[src/reset_seq_pkg.sv]
// constants shared by the reset cause and start-up delay block
package reset_seq_pkg;

	// start-up delay in system clock pulses
	localparam int unsigned STARTUP_CLOCKS = 1024;
	// option-load delay in system clock pulses (length not fixed by the part)
	localparam int unsigned OPTION_LOAD_CLOCKS = 16;
	localparam int unsigned DELAY_W = 11;
	localparam logic [DELAY_W-1:0] STARTUP_COUNT = DELAY_W'(STARTUP_CLOCKS - 1);
	localparam logic [DELAY_W-1:0] OPTION_COUNT = DELAY_W'(OPTION_LOAD_CLOCKS - 1);

	// reset values driven to the rest of the chip
	localparam logic [11:0] PC_RESET = 12'h000;
	localparam logic [2:0] SP_TOP = 3'h7;

	// reset kind applied to the functional units
	typedef enum logic [1:0] {
		KIND_NONE = 2'h0,
		KIND_FULL = 2'h1,
		KIND_WARM = 2'h2
	} reset_kind_t;

	// sequencer states, gray along run -> option -> startup; startup -> run changes both bits
	typedef enum logic [1:0] {
		ST_RUN = 2'b00,
		ST_OPTION = 2'b01,
		ST_STARTUP = 2'b11
	} seq_state_t;

endpackage : reset_seq_pkg

[src/reset_cause_and_startup_delay.sv]
// reset source decode, cause flags and start-up delay sequencer
`timescale 1ns/1ps

// Notes on behaviour
// - pin reset or normal watchdog timeout starts reset
// - halted watchdog timeout resets only pc, sp
// - retained registers depend on reset source kind
// - full reset loads defined initial values
// - both cause flags stay readable for software
// - power-up leaves both flags zero
// - normal pin reset keeps both flags
// - normal watchdog timeout sets timeout, keeps powerdown
// - startup timer holds 1024 clocks in reset
// - every halt wake-up runs startup delay
// - system reset adds option-load delay too
// - chip reset: pc zero, units off, sp top
// - powerdown cleared by power-up/clear, set by halt
// - halt sets powerdown and clears timeout
module reset_cause_and_startup_delay
	import reset_seq_pkg::*;
(
	input wire logic clk, // 40 MHz system clock
	input wire logic rst_b, // power-up reset, async, active low
	input wire logic ext_reset_pin_n, // external reset pin, active low, async
	input wire logic wdt_timeout, // watchdog overflow pulse, same clock
	input wire logic halt_exec, // halt instruction executing, pulse
	input wire logic clr_wdt_exec, // watchdog-clear instruction, pulse
	input wire logic wake_other, // port or interrupt wake while halted, pulse
	output logic timeout_flag, // reset cause: watchdog timeout
	output logic powerdown_flag, // reset cause: halt was entered
	output logic halted, // device is in halt
	output logic cpu_hold, // execution held during delays
	output logic full_reset, // functional units held in reset state
	output logic warm_reset, // pulse: clear pc and sp only
	output logic unit_reset_pulse, // pulse: full reset accepted
	output logic [11:0] pc_reset_value, // program counter load value
	output logic [2:0] sp_reset_value, // stack pointer load value
	output logic irq_disable, // interrupts held disabled
	output logic prescaler_clear, // prescalers and watchdog cleared
	output logic timers_off, // timers and pulse_gen stopped
	output logic pulse_gen_float, // pulse_gen outputs floating
	output logic ports_input // ports forced to input mode
);

	logic pin_meta; // first synchroniser stage
	logic pin_sync; // pin level, active low, synchronised
	logic pin_prev; // previous synced level for edge detect
	logic pin_fall; // new assertion of the pin
	logic ev_pin_norm; // pin reset in normal operation
	logic ev_pin_halt; // pin reset waking halt
	logic ev_wdt_norm; // watchdog reset in normal operation
	logic ev_wdt_halt; // watchdog wake from halt
	logic ev_wake; // any wake from halt
	logic ev_system; // any full system reset
	seq_state_t state; // sequencer state
	logic [DELAY_W-1:0] count; // delay counter
	logic por_pending; // power-up still needs its delays

	// two-stage synchroniser, the pin is asynchronous
	always_ff @(posedge clk or negedge rst_b) begin
		if (!rst_b) begin
			pin_meta <= 1'b1;
			pin_sync <= 1'b1;
			pin_prev <= 1'b1;
		end else begin
			pin_meta <= ext_reset_pin_n;
			pin_sync <= pin_meta;
			pin_prev <= pin_sync;
		end
	end

	// event decode, halt state splits the sources
	always_comb begin
		pin_fall = pin_prev && !pin_sync;
		ev_pin_norm = pin_fall && !halted;
		ev_pin_halt = pin_fall && halted;
		ev_wdt_norm = wdt_timeout && !halted && !cpu_hold;
		ev_wdt_halt = wdt_timeout && halted && !pin_fall;
		ev_wake = ev_pin_halt || ev_wdt_halt || (wake_other && halted);
		ev_system = ev_pin_norm || ev_pin_halt || ev_wdt_norm;
	end

	// halt tracking; any wake leaves halt
	always_ff @(posedge clk or negedge rst_b) begin
		if (!rst_b) begin
			halted <= 1'b0;
		end else if (ev_wake || ev_system) begin
			halted <= 1'b0;
		end else if (halt_exec && !cpu_hold) begin
			halted <= 1'b1;
		end
	end

	// timeout flag; reset events win over instruction effects
	// both cause flags are plain outputs so software can read them
	always_ff @(posedge clk or negedge rst_b) begin
		if (!rst_b) begin
			timeout_flag <= 1'b0;
		end else if (ev_wdt_norm || ev_wdt_halt) begin
			timeout_flag <= 1'b1;
		end else if (ev_pin_halt) begin
			timeout_flag <= 1'b0;
		end else if (ev_pin_norm) begin
			timeout_flag <= timeout_flag;
		end else if (halt_exec && !cpu_hold) begin
			timeout_flag <= 1'b0;
		end else if (clr_wdt_exec && !cpu_hold) begin
			timeout_flag <= 1'b0; // clear-watchdog also clears timeout
		end
	end

	// powerdown flag; set by halt, cleared by power-up or watchdog clear
	always_ff @(posedge clk or negedge rst_b) begin
		if (!rst_b) begin
			powerdown_flag <= 1'b0;
		end else if (ev_pin_halt || ev_wdt_halt) begin
			powerdown_flag <= 1'b1;
		end else if (ev_pin_norm || ev_wdt_norm) begin
			powerdown_flag <= powerdown_flag;
		end else if (halt_exec && !cpu_hold) begin
			powerdown_flag <= 1'b1;
		end else if (clr_wdt_exec && !cpu_hold) begin
			powerdown_flag <= 1'b0;
		end
	end

	// delay sequencer: option load then start-up, or start-up alone on watchdog or other halt wake
	always_ff @(posedge clk or negedge rst_b) begin
		if (!rst_b) begin
			state <= ST_RUN;
			count <= '0;
			por_pending <= 1'b1;
		end else if (ev_system || por_pending || !pin_sync) begin
			// pin held low restarts the delays, so they run after release
			state <= ST_OPTION;
			count <= OPTION_COUNT;
			por_pending <= 1'b0;
		end else if (ev_wake) begin
			state <= ST_STARTUP;
			count <= STARTUP_COUNT;
		end else begin
			unique case (state)
				ST_RUN: begin
					count <= '0;
				end
				ST_OPTION: begin
					if (count == '0) begin
						state <= ST_STARTUP;
						count <= STARTUP_COUNT;
					end else begin
						count <= count - 1'b1;
					end
				end
				ST_STARTUP: begin
					if (count == '0) begin
						state <= ST_RUN;
					end else begin
						count <= count - 1'b1;
					end
				end
				default: begin
					state <= ST_RUN; // unused code recovers to run
				end
			endcase
		end
	end

	// execution hold and full reset level; pin held low keeps reset
	always_ff @(posedge clk or negedge rst_b) begin
		if (!rst_b) begin
			cpu_hold <= 1'b1;
			full_reset <= 1'b1;
		end else begin
			cpu_hold <= ev_system || ev_wake || por_pending || (state != ST_RUN
				&& !(state == ST_STARTUP && count == '0)) || !pin_sync;
			// warm wake keeps units untouched, so only system resets hold them
			if (ev_system || por_pending || !pin_sync) begin
				full_reset <= 1'b1;
			end else if (state == ST_RUN || ev_wake || (state == ST_STARTUP
				&& count == '0)) begin
				full_reset <= 1'b0;
			end
		end
	end

	// one-cycle reset kind strobes for the core
	always_ff @(posedge clk or negedge rst_b) begin
		if (!rst_b) begin
			warm_reset <= 1'b0;
			unit_reset_pulse <= 1'b0;
		end else begin
			warm_reset <= ev_wdt_halt;
			unit_reset_pulse <= ev_system;
		end
	end

	// unit reset states follow the full reset level
	always_ff @(posedge clk or negedge rst_b) begin
		if (!rst_b) begin
			irq_disable <= 1'b1;
			prescaler_clear <= 1'b1;
			timers_off <= 1'b1;
			pulse_gen_float <= 1'b1;
			ports_input <= 1'b1;
		end else begin
			irq_disable <= full_reset;
			// watchdog counts again once the full reset drops
			prescaler_clear <= full_reset;
			timers_off <= full_reset;
			pulse_gen_float <= full_reset;
			ports_input <= full_reset;
		end
	end

	// load values are constant; kept in flops so outputs are registered
	always_ff @(posedge clk or negedge rst_b) begin
		if (!rst_b) begin
			pc_reset_value <= PC_RESET;
			sp_reset_value <= SP_TOP;
		end else begin
			pc_reset_value <= PC_RESET;
			sp_reset_value <= SP_TOP;
		end
	end

endmodule : reset_cause_and_startup_delay

[config.mk]
export PLATFORM = sky130hd
export DESIGN_NAME = reset_cause_and_startup_delay
export DESIGN_NICKNAME = d
export VERILOG_FILES = /design/src/reset_seq_pkg.sv /design/src/reset_cause_and_startup_delay.sv
export SDC_FILE = /design/constraint.sdc
export NUM_CORES = 1
export LEC_CHECK = 0
export BUFFER_PORTS_ARGS = -buffer_cell sky130_fd_sc_hd__buf_2
export CORE_ASPECT_RATIO = 1.1
export CORE_MARGIN = 5
export CORE_UTILIZATION = 30
export DETAILED_ROUTE_END_ITERATION = 8
export MAX_ROUTING_LAYER = met4
export PLACE_DENSITY = 0.53
export SYNTH_ARGS = -nofsm -noshare
export SYNTH_HDL_FRONTEND = slang
export SYNTH_SLANG_ARGS = --single-unit
[constraint.sdc]
create_clock -name clk -period 2.7 [get_ports clk]
set_input_delay 0.54 -clock clk [delete_from_list [all_inputs] [get_ports clk]]
set_output_delay 0.54 -clock clk [all_outputs]
set_load 0.01 [all_outputs]
==> impl_results.rst <==
.. list-table::
   :header-rows: 1

   * - Metric
     - Value
   * - Die footprint
     - 6820 um2
   * - Number of sinks driven by the clock tree
     - 25
   * - Unrepaired setup endpoints after global routing
     - no
   * - Wire length per cell
     - 12.7 um
   * - Number of enable flip-flop cells after synthesis
     - 0
   * - Pin count of the biggest net entering global routing
     - 26
   * - Top cells by instance count after synthesis
     - sky130_fd_sc_hd__buf_4, sky130_fd_sc_hd__dfrtp_1, sky130_fd_sc_hd__o21ai_0
   * - Flop and latch count out of synthesis
     - 25
   * - Number of buffers on the longest clock path
     - 2
   * - Area of the core
     - 5070 um2
   * - Wire length of the first global-routing pass
     - 5.02 mm
   * - Async SR Flop Fraction
     - 100%
   * - Mapped Cells
     - 166
   * - Power density over the cells
     - 501 nW/um2
   * - Proportion of synthesized chip area in sequential cells
     - 40.1%
   * - Yosys Warn Count
     - 0
   * - First DRT Iteration DRCs
     - 61
   * - Layout fillers
     - 539
   * - Type of destination of the critical path
     - register
   * - Final global-route overflow total
     - 0
   * - Leakage power figure
     - 0.758 nW
   * - Count of final max-slew check failures
     - 0
   * - Die height
     - 86.1 um
   * - Total number of H-tree levels
     - 1
   * - FMAX
     - 418 MHz
   * - Detailed-route wire length
     - 3.00 mm
   * - Result of the run
     - complete, no violations
   * - CTS Root Buffer Type
     - sky130_fd_sc_hd__clkbuf_8
   * - CTS clock-pin slew for the worst setup and hold paths
     - 0.10 ns
   * - Synthesis-to-layout area growth
     - 4.83%
   * - Time the final worst path needs with I/O delays and setup
     - 2.39 ns
   * - Setup violations, final
     - 0
   * - Resized cells post-CTS
     - 0
   * - Max-slew headroom at the worst pin
     - 55.4%
   * - Final cell count without fillers
     - 236
   * - Category of the most critical setup path
     - reg2reg
   * - Drt pass-1 iters
     - 5
   * - Number of global-route vias before repair
     - 1,090
   * - Data arrival time of the critical path
     - 2.56 ns
   * - Most used flip-flop cell after synthesis
     - sky130_fd_sc_hd__dfrtp_1
   * - Effective utilization at floorplan
     - 31.2%
   * - Worst Hold Class
     - in2async
   * - Share of cells above drive strength 1
     - 22.5%
   * - Die W
     - 79.2 um
   * - Total routing usage reported by global routing
     - 9.56%
   * - Sequential cell area in the final layout
     - 634 um2
   * - Max Cap Violations
     - 0
   * - Worst-path fanout max
     - 10
   * - Final number of hold-violating endpoints
     - 0
   * - Startpoint kind of the worst setup timing path
     - register
   * - Clock tree from TritonCTS
     - built
   * - Unique masters post-synth
     - 46
   * - Routed vias/inst
     - 4.89
   * - Required time at the worst-slack endpoint
     - 2.86 ns
   * - PortBufs
     - 18
   * - Multi-input gate area
     - 777 um2
   * - Length in cells of the worst reg-to-reg path
     - 4
   * - Synth top area share
     - 28.5%
   * - Setup slack of the most critical reg-to-reg path
     - 0.31 ns
   * - Standard-cell rows
     - 27
   * - Layout net count
     - 191
   * - Count of hold-fix buffers inserted at cts
     - 0
   * - Part of the cycle the worst path needs
     - 88.6%
   * - Number of buffers added for setup after CTS
     - 0
   * - Cell accounting for the most synthesized area
     - sky130_fd_sc_hd__dfrtp_1
   * - Placed Cells
     - 232
   * - Antenna diode instance count
     - 0
   * - Initial antenna violation count
     - 0
   * - Cell area after synthesis
     - 1580 um2
   * - Antenna Violating Nets Remaining
     - 0
   * - Smallest hold slack
     - 0.237 ns
   * - Worst R2R End
     - count[0]
   * - Mean Syn Cell Area
     - 9.52 um2
   * - Number of CTS-inserted buffers
     - 3
   * - Fin Setup TNS
     - 0 ns
   * - Largest cells by area after synthesis
     - sky130_fd_sc_hd__dfrtp_1, sky130_fd_sc_hd__dfstp_2, sky130_fd_sc_hd__buf_4
   * - Worst flop-to-flop path startpoint
     - count[7]
   * - Cell with the most instances after synthesis
     - sky130_fd_sc_hd__buf_4
   * - Final worst clock skew
     - 0.00913 ns
   * - Tightest Pin Transition
     - 0.652 ns
   * - Estimated wirelength of the detail-placed design
     - 2.23 mm
   * - Vias post-DR
     - 1,155
   * - Routability congestion estimate
     - 0.821
   * - Clock insertion delay at the later pin of the skew report
     - 0.28 ns
   * - DR DRC count
     - 0
   * - Worst vdd rail ir drop
     - 0.208 mV
   * - IO Pins
     - 34
## final cells by class
class | count | area share (%)
Timing Repair Buffer | 19 | 5.89
Multi-Input combinational cell | 123 | 46.9
Tap cell | 58 | 4.38
Sequential cell | 25 | 38.3
Clock inverter | 1 | 0.453
Clock buffer | 3 | 2.49
Inverter | 7 | 1.59
## cell families (layout without fill, tap and decap cells)
logic type                 after synthesis  in the layout  synth area share [%]
and+or+nand+nor                         53             53                  18.1
adders and majority gates                5              5                  3.96
buffers and inverters                   32             30                  14.0
other                                    2             16                 0.475
AOI/OAI and AO/OA                       44             44                  20.1
DFF                                     25             25                  40.1
muxes                                    4              4                  2.69
xor gates and xnor gates                 1              1                 0.554
## cells in the final DEF, fill, tap and decap left out, types with 2 or more instances in the layout
cell,Yosys,final
sky130_fd_sc_hd__buf_2,0,18
sky130_fd_sc_hd__a21oi_1,3,3
sky130_fd_sc_hd__a21o_1,2,2
sky130_fd_sc_hd__o31ai_1,3,3
sky130_fd_sc_hd__nor2b_1,3,3
sky130_fd_sc_hd__nor2_1,12,12
sky130_fd_sc_hd__inv_1,7,7
sky130_fd_sc_hd__dfstp_2,7,7
sky130_fd_sc_hd__o21a_1,2,2
sky130_fd_sc_hd__nand2b_1,3,3
sky130_fd_sc_hd__mux2i_1,2,2
sky130_fd_sc_hd__a211oi_1,2,2
sky130_fd_sc_hd__o21ai_2,2,2
sky130_fd_sc_hd__conb_1,2,16
sky130_fd_sc_hd__nand3_1,3,3
sky130_fd_sc_hd__dfrtp_1,18,18
sky130_fd_sc_hd__nor3_1,6,6
sky130_fd_sc_hd__nand2_1,13,13
sky130_fd_sc_hd__o211ai_1,4,4
sky130_fd_sc_hd__mux2_2,2,2
sky130_fd_sc_hd__ha_1,5,5
sky130_fd_sc_hd__o21ai_0,15,15
sky130_fd_sc_hd__nor4_1,3,3
sky130_fd_sc_hd__nand3b_1,2,2
sky130_fd_sc_hd__clkbuf_8,0,3
sky130_fd_sc_hd__o21ai_1,2,2
## flip-flops by register name, indices dropped and copies added (netlist names)
register          flops
count                11
state                 2
cpu_hold              1
full_reset            1
halted                1
pin_meta              1
pin_prev              1
pin_sync              1
por_pending           1
ports_input           1
powerdown_flag        1
timeout_flag          1
unit_reset_pulse      1
warm_reset            1
## per-stage QoR
stage / instance area, um2 / power [W] / worst slack, ns / util, %
after detailed placement: 1610 / 0.000605 / 0.313 / 31.7
final: 1660 / 0.000829 / 0.309 / 32.7
after floorplan: 1630 / 0.000567 / 0.546 / -
after global routing: 1660 / 0.000882 / 0.203 / 32.7
after CTS: 1660 / 0.000844 / 0.305 / 32.7
after global placement: 1610 / 0.000604 / 0.391 / 31.7
## worst max path at each step
stage / startpoint / endpoint / slack (ns) / depth (start not counted)
2_1_floorplan: count[6] / count[0] / 0.55 / 7
3_3_place_gp: count[7] / count[1] / 0.39 / 4
3_5_place_dp: count[7] / count[1] / 0.31 / 4
4_1_cts: count[7] / count[1] / 0.30 / 4
5_1_grt: count[7] / count[0] / 0.20 / 4
6_report: count[7] / count[0] / 0.31 / 4
## power breakdown
group          internal, W  switching (W)  leakage (nW)
logic            0.0000629       0.000102         0.440
registers         0.000407      0.0000245         0.297
clock network     0.000105       0.000128        0.0217
## worst max-delay path, stage by stage (launching register included)
cell and delay [ns]:
sky130_fd_sc_hd__dfrtp_1 0.45, sky130_fd_sc_hd__or4_4 0.61, sky130_fd_sc_hd__o41ai_4 0.38, sky130_fd_sc_hd__and3_1 0.47
sky130_fd_sc_hd__mux2_2 0.38
## routing by layer
| metal | GRT usage, % | vias to the layer above | share of wire (%) |
|---|---|---|---|
| li1 | - | 576 | - |
| met1 | 12.0 | 543 | 47 |
| met2 | 14.2 | 29 | 45 |
| met3 | 1.58 | 7 | 4.9 |
| met4 | 6.09 | 0 | 3.0 |
| met5 | - | - | 0 |
(Power assumes the default switching activity.)
